$ cat src/hw/sme_regs.vh
// Constants of the serial memory command engine: opcodes, status fields, reset values.
// Assumes inclusion by bare name from the design file only.
`ifndef SME_REGS_VH
`define SME_REGS_VH
`define SME_OP_LATCH_SET 8'h06
`define SME_OP_LATCH_CLEAR 8'h04
`define SME_OP_STATUS_READ 8'h05
`define SME_OP_STATUS_WRITE 8'h01
`define SME_OP_READ 8'h03
`define SME_OP_WRITE 8'h02
`define SME_OP_IDENT_READ 8'h9F
`define SME_OP_FAST_READ 8'h0B
`define SME_OP_QUAD_READ 8'h6B
`define SME_SR_WPEN 7
`define SME_SR_LAT_HI 5
`define SME_SR_LAT_LO 4
`define SME_SR_BP1 3
`define SME_SR_BP0 2
`define SME_SR_WEL 1
`define SME_SR_WPEN_RST 1'h0
`define SME_SR_LAT_RST 2'h0
`define SME_SR_BP_RST 2'h0
`define SME_MODE_KEEP_A 8'hEF
`define SME_MODE_KEEP_B 8'hAF
`define SME_DUMMY_LAT00 6'h06
`define SME_DUMMY_LAT01 6'h04
`define SME_DUMMY_LAT10 6'h02
`define SME_DUMMY_LAT11 6'h00
`define SME_ADDR_BITS 6'h18
`define SME_BYTE_BITS 6'h08
`define SME_QUAD_STEPS 6'h02
`define SME_MODE_STEPS_QUAD 6'h02
`define SME_ID_BITS 6'h20
`endif

$ cat src/hw/sme_engine.v
// Serial memory command engine with its write FIFO toward the memory array.
// Assumes the memory answers a read one core clock after mem_rd_o, and that the
// core clock runs at least eight times faster than the serial clock.
//
// Behaviour
// (RULE1) Write-disable clears the latch; with latch clear, status and array writes do nothing.
// (RULE2) Status read shifts 8 status bits out on falling edges, repeating while clocked.
// (RULE3) Host sends status-write opcode, exactly 8 data bits, then raises select.
// (RULE4) Status write ignores bits 6, 1 and 0; bit 0 always reads zero.
// (RULE5) Host writes zero into both latency bit positions.
// (RULE6) Host keeps write-protect steady during the whole status write.
// (RULE7) Single read takes opcode and 24 address bits, top 5 ignored, then shifts data out.
// (RULE8) Address advances per byte, wraps to zero, continues until select rises.
// (RULE9) Host limits serial clock to 40 MHz for single read, 108 MHz otherwise.
// (RULE10) Single write commits each byte after 8 bits and advances the address.
// (RULE11) Fast read takes opcode, 24 address bits and 8 mode bits before data.
// (RULE12) Mode EF or AF keeps the read mode; next select takes an address directly.
// (RULE13) Any other mode value drops execute-in-place at the next select rise.
// (RULE14) Host never raises select during mode bits or dummy cycles.
// (RULE15) Identifier read shifts out 32 bits, then holds the last bit.
// (RULE16) Identifier order: maker byte, continuation byte, product byte one, product byte two.
// (RULE17) Latency bits pick dummy cycles: 00 six, 01 four, 10 two, 11 none.
// (RULE18) Host keeps serial clock within the limit that the latency setting allows.
// (RULE19) Quad read: address on line zero, mode over four lines, dummies, nibble output.
// (RULE20) Quad read bytes take 2 clocks each and the address advances per byte.
// (RULE21) Quad read uses the same EF or AF execute-in-place scheme.
// (RULE22) Host releases all four lines before the first data falling edge.
// (RULE23) Host sets the latch with write-enable before any write.
// (RULE24) Opcodes are 8-bit codes; write-disable is 04, status read is 05.
// (RULE25) All fields travel most significant bit first; select high resets decoding.
`include "sme_regs.vh"

module sme_fifo #(
  parameter WIDTH = 27,
  parameter DEPTH = 8,
  parameter AW = 3
) (
  // Clock and reset
  input wire core_clk_i,
  input wire reset_i,
  // Filling side
  input wire in_valid_i,
  output wire in_ready_o,
  input wire [WIDTH-1:0] in_data_i,
  // Draining side
  output wire out_valid_o,
  input wire out_ready_i,
  output wire [WIDTH-1:0] out_data_o
);
  reg [WIDTH-1:0] mem_q [0:DEPTH-1];
  reg [AW-1:0] wr_ptr_q;
  reg [AW-1:0] rd_ptr_q;
  reg [AW:0] count_q;
  wire push;
  wire pop;
  assign in_ready_o = (count_q != DEPTH[AW:0]);
  assign out_valid_o = (count_q != {(AW+1){1'b0}});
  assign out_data_o = mem_q[rd_ptr_q];
  assign push = in_valid_i & in_ready_o;
  assign pop = out_valid_o & out_ready_i;
  always @(posedge core_clk_i) begin
    if (reset_i) begin
      wr_ptr_q <= {AW{1'b0}};
      rd_ptr_q <= {AW{1'b0}};
      count_q <= {(AW+1){1'b0}};
    end else begin
      if (push) begin
        wr_ptr_q <= (wr_ptr_q == DEPTH[AW-1:0] - 1'b1) ? {AW{1'b0}} : wr_ptr_q + 1'b1;
      end
      if (pop) begin
        rd_ptr_q <= (rd_ptr_q == DEPTH[AW-1:0] - 1'b1) ? {AW{1'b0}} : rd_ptr_q + 1'b1;
      end
      if (push && !pop) begin
        count_q <= count_q + 1'b1;
      end else if (pop && !push) begin
        count_q <= count_q - 1'b1;
      end
    end
  end
  always @(posedge core_clk_i) begin
    if (push) begin
      mem_q[wr_ptr_q] <= in_data_i;
    end
  end
endmodule // sme_fifo

module sme_engine #(
  parameter ADDR_W = 19,
  parameter FIFO_DEPTH = 8,
  parameter FIFO_AW = 3,
  // Identifier value is arbitrary.
  parameter [31:0] ID_WORD = 32'h5A0C3E97
) (
  // Clock and reset
  input wire core_clk_i,
  input wire reset_i,
  // Serial link pins
  input wire cs_n_i,
  input wire sck_i,
  input wire [3:0] io_i,
  output wire [3:0] io_o,
  output wire [3:0] io_oe_n_o,
  // Memory read port
  output wire mem_rd_o,
  output wire [ADDR_W-1:0] mem_rd_addr_o,
  input wire [7:0] mem_rd_data_i,
  // Memory write port
  output wire mem_wr_valid_o,
  input wire mem_wr_ready_i,
  output wire [ADDR_W-1:0] mem_wr_addr_o,
  output wire [7:0] mem_wr_data_o,
  // Status
  output wire [7:0] status_o,
  output wire xip_active_o,
  output wire wr_overflow_o
);
  localparam ST_OPC = 4'h0;
  localparam ST_ADDR = 4'h1;
  localparam ST_MODE = 4'h2;
  localparam ST_DUMMY = 4'h3;
  localparam ST_RDOUT = 4'h4;
  localparam ST_WRDATA = 4'h5;
  localparam ST_SRWR = 4'h6;
  localparam ST_SROUT = 4'h7;
  localparam ST_IDOUT = 4'h8;
  localparam ST_IGN = 4'h9;
  localparam CMD_READ = 2'h0;
  localparam CMD_FAST = 2'h1;
  localparam CMD_QUAD = 2'h2;
  localparam CMD_WRITE = 2'h3;

  reg [5:0] sync1_q;
  reg [5:0] sync2_q;
  reg sck_d_q;
  reg cs_d_q;
  reg [3:0] state_q;
  reg [1:0] cmd_q;
  reg [5:0] cnt_q;
  reg [27:0] sh_q;
  reg [ADDR_W-1:0] addr_q;
  reg [31:0] out_sr_q;
  reg [5:0] out_cnt_q;
  reg [7:0] next_q;
  reg rd_req_q;
  reg rd_pend_q;
  reg [ADDR_W-1:0] rd_addr_q;
  reg [3:0] io_q;
  reg [3:0] oe_n_q;
  reg wel_q;
  reg wel_clr_pend_q;
  reg wpen_q;
  reg [1:0] lat_q;
  reg [1:0] bp_q;
  reg xip_q;
  reg xip_keep_q;
  reg push_q;
  reg [ADDR_W+7:0] push_data_q;
  reg overflow_q;
  reg [5:0] dummy;
  reg [31:0] src;
  wire cs_n_s;
  wire sck_s;
  wire [3:0] io_s;
  wire sel;
  wire rise;
  wire fall;
  wire cs_rise;
  wire [7:0] in_byte;
  wire [23:0] in_word;
  wire [7:0] quad_mode;
  wire [7:0] mode_val;
  wire [7:0] status;
  wire quad_out;
  wire fifo_ready;

  assign cs_n_s = sync2_q[5];
  assign sck_s = sync2_q[4];
  assign io_s = sync2_q[3:0];
  assign sel = ~cs_n_s;
  assign rise = sel & sck_s & ~sck_d_q;
  assign fall = sel & ~sck_s & sck_d_q;
  assign cs_rise = cs_n_s & ~cs_d_q;
  assign in_byte = {sh_q[6:0], io_s[0]}; // [RULE25]
  assign in_word = {sh_q[22:0], io_s[0]};
  assign quad_mode = {sh_q[3:0], io_s};
  assign mode_val = (cmd_q == CMD_QUAD) ? quad_mode : in_byte;
  assign status = {wpen_q, 1'b0, lat_q, bp_q, wel_q, 1'b0}; // [RULE4]
  assign quad_out = (state_q == ST_RDOUT) && (cmd_q == CMD_QUAD);

  always @* begin
    case (lat_q) // [RULE17]
      2'b00: dummy = `SME_DUMMY_LAT00;
      2'b01: dummy = `SME_DUMMY_LAT01;
      2'b10: dummy = `SME_DUMMY_LAT10;
      default: dummy = `SME_DUMMY_LAT11;
    endcase
  end

  // Reload a fresh byte when the previous one is used up; status repeats itself.
  always @* begin
    src = out_sr_q;
    if (out_cnt_q == 6'h00) begin
      src = {((state_q == ST_SROUT) ? status : next_q), 24'h000000}; // [RULE2]
    end
  end

  // Pins cross into the core clock through two flops before anything reads them.
  always @(posedge core_clk_i) begin
    if (reset_i) begin
      sync1_q <= 6'h30;
      sync2_q <= 6'h30;
      sck_d_q <= 1'b1;
      cs_d_q <= 1'b1;
    end else begin
      sync1_q <= {cs_n_i, sck_i, io_i};
      sync2_q <= sync1_q;
      sck_d_q <= sck_s;
      cs_d_q <= cs_n_s;
    end
  end

  always @(posedge core_clk_i) begin
    if (reset_i) begin
      state_q <= ST_OPC;
      cmd_q <= CMD_READ;
      cnt_q <= 6'h00;
      sh_q <= 28'h0000000;
      addr_q <= {ADDR_W{1'b0}};
      out_sr_q <= 32'h00000000;
      out_cnt_q <= 6'h00;
      next_q <= 8'h00;
      rd_req_q <= 1'b0;
      rd_pend_q <= 1'b0;
      rd_addr_q <= {ADDR_W{1'b0}};
      io_q <= 4'h0;
      oe_n_q <= 4'hF;
      wel_q <= 1'b0;
      wel_clr_pend_q <= 1'b0;
      wpen_q <= `SME_SR_WPEN_RST;
      lat_q <= `SME_SR_LAT_RST;
      bp_q <= `SME_SR_BP_RST;
      xip_q <= 1'b0;
      xip_keep_q <= 1'b0;
      push_q <= 1'b0;
      push_data_q <= {(ADDR_W+8){1'b0}};
      overflow_q <= 1'b0;
    end else begin
      rd_req_q <= 1'b0;
      rd_pend_q <= rd_req_q;
      push_q <= 1'b0;
      overflow_q <= 1'b0;
      if (rd_pend_q) begin
        next_q <= mem_rd_data_i;
      end
      if (cs_rise) begin
        // Select high ends every command; execute-in-place resumes at the address.
        state_q <= xip_keep_q ? ST_ADDR : ST_OPC; // [RULE25] [RULE12] [RULE13]
        xip_q <= xip_keep_q;
        cnt_q <= 6'h00;
        oe_n_q <= 4'hF;
        if (wel_clr_pend_q) begin
          wel_q <= 1'b0;
        end
        wel_clr_pend_q <= 1'b0;
      end else if (rise) begin
        sh_q <= {sh_q[26:0], io_s[0]}; // [RULE25]
        cnt_q <= cnt_q + 6'h01;
        case (state_q)
          ST_OPC: begin
            if (cnt_q == `SME_BYTE_BITS - 6'h01) begin
              cnt_q <= 6'h00;
              state_q <= ST_IGN;
              case (in_byte) // [RULE24]
                `SME_OP_LATCH_SET: wel_q <= 1'b1;
                `SME_OP_LATCH_CLEAR: wel_q <= 1'b0; // [RULE1]
                `SME_OP_STATUS_READ: begin
                  state_q <= ST_SROUT; // [RULE2]
                  out_cnt_q <= 6'h00;
                end
                `SME_OP_STATUS_WRITE: begin
                  state_q <= ST_SRWR;
                  wel_clr_pend_q <= 1'b1;
                end
                `SME_OP_READ: begin
                  state_q <= ST_ADDR; // [RULE7]
                  cmd_q <= CMD_READ;
                end
                `SME_OP_WRITE: begin
                  state_q <= ST_ADDR; // [RULE10]
                  cmd_q <= CMD_WRITE;
                  wel_clr_pend_q <= 1'b1;
                end
                `SME_OP_IDENT_READ: begin
                  state_q <= ST_IDOUT; // [RULE15]
                  out_sr_q <= ID_WORD; // [RULE16]
                  out_cnt_q <= `SME_ID_BITS;
                end
                `SME_OP_FAST_READ: begin
                  state_q <= ST_ADDR; // [RULE11]
                  cmd_q <= CMD_FAST;
                end
                `SME_OP_QUAD_READ: begin
                  state_q <= ST_ADDR; // [RULE19]
                  cmd_q <= CMD_QUAD;
                end
                default: state_q <= ST_IGN;
              endcase
            end
          end
          ST_ADDR: begin
            if (cnt_q == `SME_ADDR_BITS - 6'h01) begin
              cnt_q <= 6'h00;
              // The top address bits beyond the array are dropped here.
              addr_q <= in_word[ADDR_W-1:0]; // [RULE7]
              rd_addr_q <= in_word[ADDR_W-1:0];
              rd_req_q <= (cmd_q != CMD_WRITE);
              out_cnt_q <= 6'h00;
              case (cmd_q)
                CMD_READ: state_q <= ST_RDOUT;
                CMD_WRITE: state_q <= ST_WRDATA;
                default: state_q <= ST_MODE; // [RULE11] [RULE19]
              endcase
            end
          end
          ST_MODE: begin
            // Only the quad read takes four lines; the fast read keeps shifting line zero.
            if (cmd_q == CMD_QUAD) begin
              sh_q <= {sh_q[23:0], io_s}; // [RULE19]
            end
            if ((cmd_q == CMD_QUAD) ? (cnt_q == `SME_MODE_STEPS_QUAD - 6'h01)
                                    : (cnt_q == `SME_BYTE_BITS - 6'h01)) begin
              cnt_q <= 6'h00;
              // The choice only takes effect at the next select rise, never mid-access.
              xip_keep_q <= (mode_val == `SME_MODE_KEEP_A) ||
                            (mode_val == `SME_MODE_KEEP_B); // [RULE12] [RULE13] [RULE21]
              state_q <= ((cmd_q == CMD_QUAD) && (dummy != 6'h00)) ? ST_DUMMY : ST_RDOUT;
            end
          end
          ST_DUMMY: begin
            if (cnt_q == dummy - 6'h01) begin
              cnt_q <= 6'h00;
              state_q <= ST_RDOUT; // [RULE17]
            end
          end
          ST_WRDATA: begin
            if (cnt_q == `SME_BYTE_BITS - 6'h01) begin
              cnt_q <= 6'h00;
              addr_q <= addr_q + 1'b1; // [RULE8]
              if (wel_q) begin
                push_q <= 1'b1; // [RULE10] [RULE1]
                push_data_q <= {addr_q, in_byte};
              end
            end
          end
          ST_SRWR: begin
            if (cnt_q == `SME_BYTE_BITS - 6'h01) begin
              state_q <= ST_IGN;
              // A low write-protect line on io[2] blocks the status write when protection is enabled.
              if (wel_q && !(wpen_q && !io_s[2])) begin // [RULE1]
                wpen_q <= in_byte[`SME_SR_WPEN]; // [RULE4]
                lat_q <= in_byte[`SME_SR_LAT_HI:`SME_SR_LAT_LO];
                bp_q <= in_byte[`SME_SR_BP1:`SME_SR_BP0];
              end
            end
          end
          default: cnt_q <= 6'h00;
        endcase
      end else if (fall && ((state_q == ST_RDOUT) || (state_q == ST_SROUT) ||
                            (state_q == ST_IDOUT))) begin
        if (!((state_q == ST_IDOUT) && (out_cnt_q == 6'h00))) begin // [RULE15]
          oe_n_q <= quad_out ? 4'h0 : 4'hD;
          if (quad_out) begin
            io_q <= src[31:28]; // [RULE19]
            out_sr_q <= {src[27:0], 4'h0};
          end else begin
            io_q <= {2'b00, src[31], 1'b0}; // [RULE2] [RULE7]
            out_sr_q <= {src[30:0], 1'b0};
          end
          if (out_cnt_q == 6'h00) begin
            out_cnt_q <= (quad_out ? `SME_QUAD_STEPS : `SME_BYTE_BITS) - 6'h01; // [RULE20]
            if (state_q == ST_RDOUT) begin
              addr_q <= addr_q + 1'b1; // [RULE8] [RULE20]
              rd_addr_q <= addr_q + 1'b1;
              rd_req_q <= 1'b1;
            end
          end else begin
            out_cnt_q <= out_cnt_q - 6'h01;
          end
        end
      end
      if (push_q && !fifo_ready) begin
        overflow_q <= 1'b1;
      end
    end
  end

  // The serial source cannot be stalled, so a full FIFO drops the byte and flags it.
  sme_fifo #(
    .WIDTH(ADDR_W + 8),
    .DEPTH(FIFO_DEPTH),
    .AW(FIFO_AW)
  ) u_fifo (
    .core_clk_i(core_clk_i),
    .reset_i(reset_i),
    .in_valid_i(push_q),
    .in_ready_o(fifo_ready),
    .in_data_i(push_data_q),
    .out_valid_o(mem_wr_valid_o),
    .out_ready_i(mem_wr_ready_i),
    .out_data_o({mem_wr_addr_o, mem_wr_data_o})
  );

  assign io_o = io_q;
  assign io_oe_n_o = oe_n_q;
  assign mem_rd_o = rd_req_q;
  assign mem_rd_addr_o = rd_addr_q;
  assign status_o = status;
  assign xip_active_o = xip_q;
  assign wr_overflow_o = overflow_q;
endmodule // sme_engine

$ cat config.mk
export PLATFORM = sky130hd
export DESIGN_NAME = sme_engine
export DESIGN_NICKNAME = d
export VERILOG_FILES = /design/src/hw/sme_engine.v
export VERILOG_INCLUDE_DIRS = /design/src /design/src/hw
export SDC_FILE = /design/constraint.sdc
export NUM_CORES = 1
export LEC_CHECK = 0
export ABC_AREA = 1
export BUFFER_PORTS_ARGS = -buffer_cell sky130_fd_sc_hd__buf_2
export CAP_MARGIN = 10
export CORE_MARGIN = 4
export CORE_UTILIZATION = 30
export CTS_CLUSTER_SIZE = 24
export DETAILED_ROUTE_END_ITERATION = 10
export PLACE_DENSITY = 0.5
export SETUP_SLACK_MARGIN = 0.1
export SLEW_MARGIN = 20
export SYNTH_ARGS = -nofsm -noshare
export SYNTH_HDL_FRONTEND = slang
export SYNTH_SLANG_ARGS = --single-unit
export TNS_END_PERCENT = 20
$ cat constraint.sdc
create_clock -name core_clk_i -period 2.7 [get_ports core_clk_i]
set_input_delay 0.27 -clock core_clk_i [delete_from_list [all_inputs] [get_ports core_clk_i]]
set_output_delay 0.27 -clock core_clk_i [all_outputs]
set_load 0.005 [all_outputs]
# Yosys cells after proc, flatten, opt, wreduce, memory -nomap -nowiden
# Memories as Yosys holds them, arrays and structs flattened. A register that Yosys moved wholly into a read port is not among the register bits.
# Cells that the tools add are included.
dict set report op_classes {
  mul 0
  n_reduce_logical 52
  bitwise_logic 16
  n_eq_ne 49
  n_div 0
  mux 76
  magnitude_cmp 0
  n_addsub 9
  shift 0
}
# cell count
set ops {}
lappend ops {{two-way mux 32 bit} 8}
lappend ops {{two-way mux 19 bit} 9}
lappend ops {{two-way mux 6 bit} 10}
lappend ops {{two-way mux 4 bit} 12}
lappend ops {{case mux 19 bit (2 select lines)} 1}
lappend ops {{two-way mux 18 bit} 2}
lappend ops {{case mux 6 bit (5 select lines)} 1}
lappend ops {{== test 8 x 3 -> 1 bit (second input constant)} 3}
lappend ops {{== test 8 bit (second input constant)} 3}
lappend ops {{inequality test 3 bit (second input constant)} 8}
lappend ops {{case mux 6 bit (2 select lines)} 2}
lappend ops {{AND reduction 7 bit} 3}
lappend ops {{case mux 4 bit (5 select lines)} 1}
lappend ops {{AND reduction 5 bit} 4}
lappend ops {{adder 19 x 1 -> 19 bit (second input constant)} 1}
lappend ops {{two-way mux 1 bit} 18}
lappend ops {{== test 4 x 3 -> 1 bit (second input constant)} 4}
lappend ops {{== test 8 x 2 -> 1 bit (second input constant)} 2}
lappend ops {{two-way mux 8 bit} 2}
lappend ops {{case mux 4 bit (4 select lines)} 1}
lappend ops {{two-way mux 3 bit} 5}
lappend ops {{nonzero test 2 bit} 7}
lappend ops {{AND reduction 4 bit} 3}
lappend ops {{nonzero test 6 bit} 2}
lappend ops {{other kinds (45)} 90}
dict set report word_totals {
  inputBits 17
  mem_bits_rw 216
  output_inout_bits 66
  romBits 0
  latch_bits 0
  reg_bits 186
  memories 1
}
# name words width read_ports rd_clocked_by_memory_dff wr line_no
set mem_list {}
lappend mem_list {u_fifo.mem_q 8 27 1 1 1 sme_engine.v:50} ;# reg [WIDTH-1:0] mem_q [0:DEPTH-1];

# Depth between registers and ports, before layout
dict set report depth {
  ltp_word 9
  ltp_mapped 14
  ltp_nobuf 14
}

# Cells and area by module
# A second synthesis with hierarchy kept.
dict set report unflattened {
  cells_unflattened 2135
  hier_area_um2 18022.3
}
# module instances seq_area_each_um2 area_each_um2 cells_per_inst
set by_module_without_submodules {}
lappend by_module_without_submodules {sme_fifo 1 6746.5 9267.6 810}
lappend by_module_without_submodules {sme_engine 1 3483.3 8754.6 1325}

# Worst setup path before layout
# Ideal clock, no wire load.
dict set report synth_path {
  path_kind {register to register}
  from {register u_fifo.count_q[0]}
  to {memory u_fifo.mem_q[0][0], enable pin}
  stages_incl_launch_ff 7
  period_less_slack_ps 2379
  path_buffers 0
  path_slack_ps 321
  setup_time_ps 411
  required_time_ps 2289
  t_arrival_ps 1968
  cell_sequence {dfxtp_1 -> nor2_1 -> nand3_1 -> nand2_1 -> inv_1 -> nand2_1 -> nor2_1}
}
dict set report synth_between {
  elab_chain_cells 4
}
# element line_no
set synth_lines {}
lappend synth_lines {{from (decl)} sme_engine.v:53} ;# reg [AW:0] count_q;
lappend synth_lines {{from (signal assigned)} sme_engine.v:65} ;# count_q <= {(AW+1){1'b0}};
lappend synth_lines {{from (signal assigned)} sme_engine.v:74} ;# count_q <= count_q + 1'b1;
lappend synth_lines {{from (signal assigned)} sme_engine.v:76} ;# count_q <= count_q - 1'b1;
lappend synth_lines {{inequality test 4 bit} sme_engine.v:56} ;# assign in_ready_o = (count_q != DEPTH[AW:0]);
lappend synth_lines {{bitwise AND 1 bit} sme_engine.v:59} ;# assign push = in_valid_i & in_ready_o;
lappend synth_lines {{net u_fifo.push} sme_engine.v:54} ;# wire push;
lappend synth_lines {{two-way mux 1 bit} sme_engine.v:81} ;# if (push) begin
lappend synth_lines {{two-way mux 1 bit (implied by the code)} sme_engine.v:82} ;# mem_q[wr_ptr_q] <= in_data_i;
lappend synth_lines {{to (decl)} sme_engine.v:50}
# The timed path passes the listed nets, and every way through them passes these cells.

==> impl_metrics.toml <==
[synthesis]
ys_types = 45
synth_area_per_cell_sq_um = 8.66
synthCells = 2050
syn-cell-area_sq_um = 17700
yosysSeqAreaShare = 0.576
ys_ff_latch = 403
ys_warn_count = 0

[drt]
wirelength_um = 48400
ant_nets = 0
wl_per_cell_um = 16.6
drt_pass1_iterations = 6
vias = 14100
first_iter_violations = 1036
vias_per_cell = 4.84
drc_errors = 0

[power_and_ir_drop]
leakagePower_nw = 7.45
power_switching_w = 0.00399
p_int_w = 0.0108
power_frac_comb = 0.139
power-per-cell-area_nw_per_um2 = 718
peakVddDrop_uv = 444
clockPowerShare = 0.420
finalPower_w = 0.0148
seq_power_share = 0.441
switching_share = 0.269

[global_routing]
grt_overflow = 0
grt_usage = 0.150
grt_pass1_wl_um = 76700
grt_start_max_net_pins = 87
grt_pass1_vias = 13800
antenna_found_initial = 0

[worst_setup_path]
cp.required_ps = 2430
reg2reg_slack_ps = 370
crit_path_end_kind = "primary output"
crit_type = "flip-flop to primary output"
crit_path_max_fanout = 35
crit_path_start_kind = "flip-flop"
crit_arrival_ps = 2190

[timing]
finalCritPeriodShare = 0.913
worst_pin_slew_ps = 721
fmax_mhz = 406
fin_tns_setup_ps = 0
rsz0062_at_grt = "no"
hold_viol_final = 0
slew_viol_final = 0
clock_skew_ps = 18.9
finalSetupViolations = 0
slew_headroom = 0.518
finalCriticalPeriod_ps = 2460

[finish]
syn_to_final_growth_pct = 16.4
final_cells = 2921
layout-drive-gt1-share = 0.115
nets = 2153
post-route-util = 0.355
n_antenna_cell = 0

[clock_network]
cts_tree = "done"
post-cts-setup-buffer-count = 0
cts_buffer_depth = 3
clkSinkCount = 403
htree_levels = 2
clk_latency_ps = 590
tritoncts.num_buffers = 44
clock-root-buffer = "clkbuf_16"
clk_pin_slew_ps = 60

[place]
gp_routability_congestion = 0.849
io_buffers = 80
place_inst = 2825
hpwl_um = 30400

[worst_hold_path]
min_path_type = "input port to flip-flop"

[floorplanning]
ios = 83
die_y_um = 251
fp-row-count = 88
die_w_um = 251
core-area_sq_um = 58100
die_area_sq_um = 63100
start_util = 0.305

[run]
cap_violations = 0

[run_status]
status = "completed"
[registers in the layout, summed over array words and instances (netlist names), 2 cells and up, named ones only]
signal	count
u_fifo.mem_q	216
lat_q	2
u_fifo.count_q	4
cmd_q	2
io_oe_n_o	2
io_o	4
cnt_q	6
sync2_q	6
next_q	8
sh_q	18
u_fifo.wr_ptr_q	3
bp_q	2
state_q	4
sync1_q	6
out_cnt_q	6
addr_q	19
out_sr_q	32
push_data_q	27
u_fifo.rd_ptr_q	3
mem_rd_addr_o	19
[final cells by class]
class | count | area (sq um)
Multi-Input combinational cell | 1408 | 6560
Sequential cell | 403 | 10200
Fill cell | 5995 | 37500
Clock buffer | 49 | 1150
Clock inverter | 33 | 340
Timing Repair Buffer | 136 | 935
Tap cell | 765 | 957
Inverter | 127 | 478
[path summary, 6_finish.rpt]
| kind | start | end | cells after the start |
|---|---|---|---|
| worst max-delay path | flip-flop | mem_wr_data_o[3] | 6 |
| worst min-delay path | mem_wr_ready_i | flip-flop | 4 |
| worst max register to register | u_fifo.count_q[0] | u_fifo.count_q[3] | 12 |
| worst min register to register | sync1_q[0] | sync2_q[0] | 2 |
[power groups by stage]
stage / clock [W] / sequential [W] / combinational, W
2_1_floorplan: 0 / 0.00664 / 0.00128
3_3_place_gp: 0 / 0.00667 / 0.00206
3_5_place_dp: 0 / 0.00667 / 0.00210
4_1_cts: 0.00643 / 0.00654 / 0.00211
5_1_grt: 0.00668 / 0.00655 / 0.00235
6_report: 0.00623 / 0.00654 / 0.00207
[kinds of logic after synthesis]
| logic type | share of synthesized area |
|---|---|
| AOI/OAI and AO/OA | 0.142 |
| xor gates and xnor gates | 0.00543 |
| adders and majority gates | 0.0117 |
| buffers and inverters | 0.0563 |
| DFF | 0.576 |
| other | 0.000211 |
| and+or+nand+nor | 0.208 |
[cell usage in the layout (no fill, tap or decap), types with 3 or more instances in the layout]
| master | n |
|---|---|
| nor3_1 | 13 |
| nand3_2 | 4 |
| o22ai_1 | 43 |
| nor2_2 | 15 |
| edfxtp_1 | 216 |
| dfxtp_1 | 185 |
| clkinv_2 | 16 |
| bufinv_16 | 6 |
| nand2_2 | 7 |
| a22oi_1 | 5 |
| nand2_1 | 332 |
| o211ai_1 | 8 |
| nand3_1 | 68 |
| nand4_1 | 14 |
| ha_1 | 15 |
| clkinv_1 | 11 |
| buf_12 | 6 |
| buf_2 | 80 |
| nor2_1 | 435 |
| inv_1 | 111 |
| buf_4 | 35 |
| a31oi_1 | 28 |
| dlygate4sd3_1 | 14 |
| inv_2 | 12 |
| xor2_1 | 9 |
| o21bai_1 | 5 |
| nand3b_1 | 3 |
| o21ai_0 | 272 |
| or2_2 | 7 |
| a21oi_1 | 102 |
| clkbuf_1 | 3 |
| nor2_4 | 3 |
| clkbuf_16 | 45 |
[through the flow]
| step | setup slack, ps | cell area [sq um] | hold slack (ps) |
|---|---|---|---|
| 2_1_floorplan | 321 | 17700 | 374 |
| 3_3_place_gp | 470 | 19000 | 395 |
| 3_5_place_dp | 414 | 19000 | 397 |
| 4_1_cts | 163 | 20600 | 86.7 |
| 5_1_grt | 108 | 20700 | 119 |
| 6_report | 236 | 20700 | 101 |
[routing by layer]
metal  track usage  part of all wire  routed length, um
met2         0.242              0.45              21800
met5             0                 0                  0
met4        0.0425             0.023               1110
met1         0.208              0.47              22800
met3        0.0261             0.054               2640
[synth_stat cells, drive strengths merged]
master	count	area, sq um
nor2	453	1740
nand2	341	1310
o21ai	274	1380
edfxtp	216	6490
dfxtp	187	3740
inv	123	462
a21oi	102	510
nand3	72	375
clkbuf	67	251
buf	46	270
o22ai	43	269
a31oi	29	188
ha	15	188
nand4	14	87.6
nor3	13	65.1
xor2	9	78.8
o211ai	8	60.1
or2	7	43.8
a22oi	5	37.5
o21bai	5	37.5
clkinv	4	15.0
nand3b	3	22.5
nor4	3	25.0
and3	2	12.5
xnor2	2	17.5
a211oi	1	7.51
a21boi	1	7.51
conb	1	3.75
fa	1	20.0
nor3b	1	7.51
o211a	1	10.0
o21a	1	7.51
[what timing repair did]
action | in CTS | in global routing
hold buffers | 14 | 0
endpoints found under the hold margin | 14 | 0
resized for setup | 0 | 1
setup endpoints to repair | 0 | 2
[worst max-delay path: stages, from the launching register on]
cell,delay (ps)
dfxtp_4,400
buf_4,370
o21ai_0,150
o22ai_1,160
nor2_1,60
a31oi_1,280
buf_2,190
Note: power is estimated with default switching activity, not from simulation.
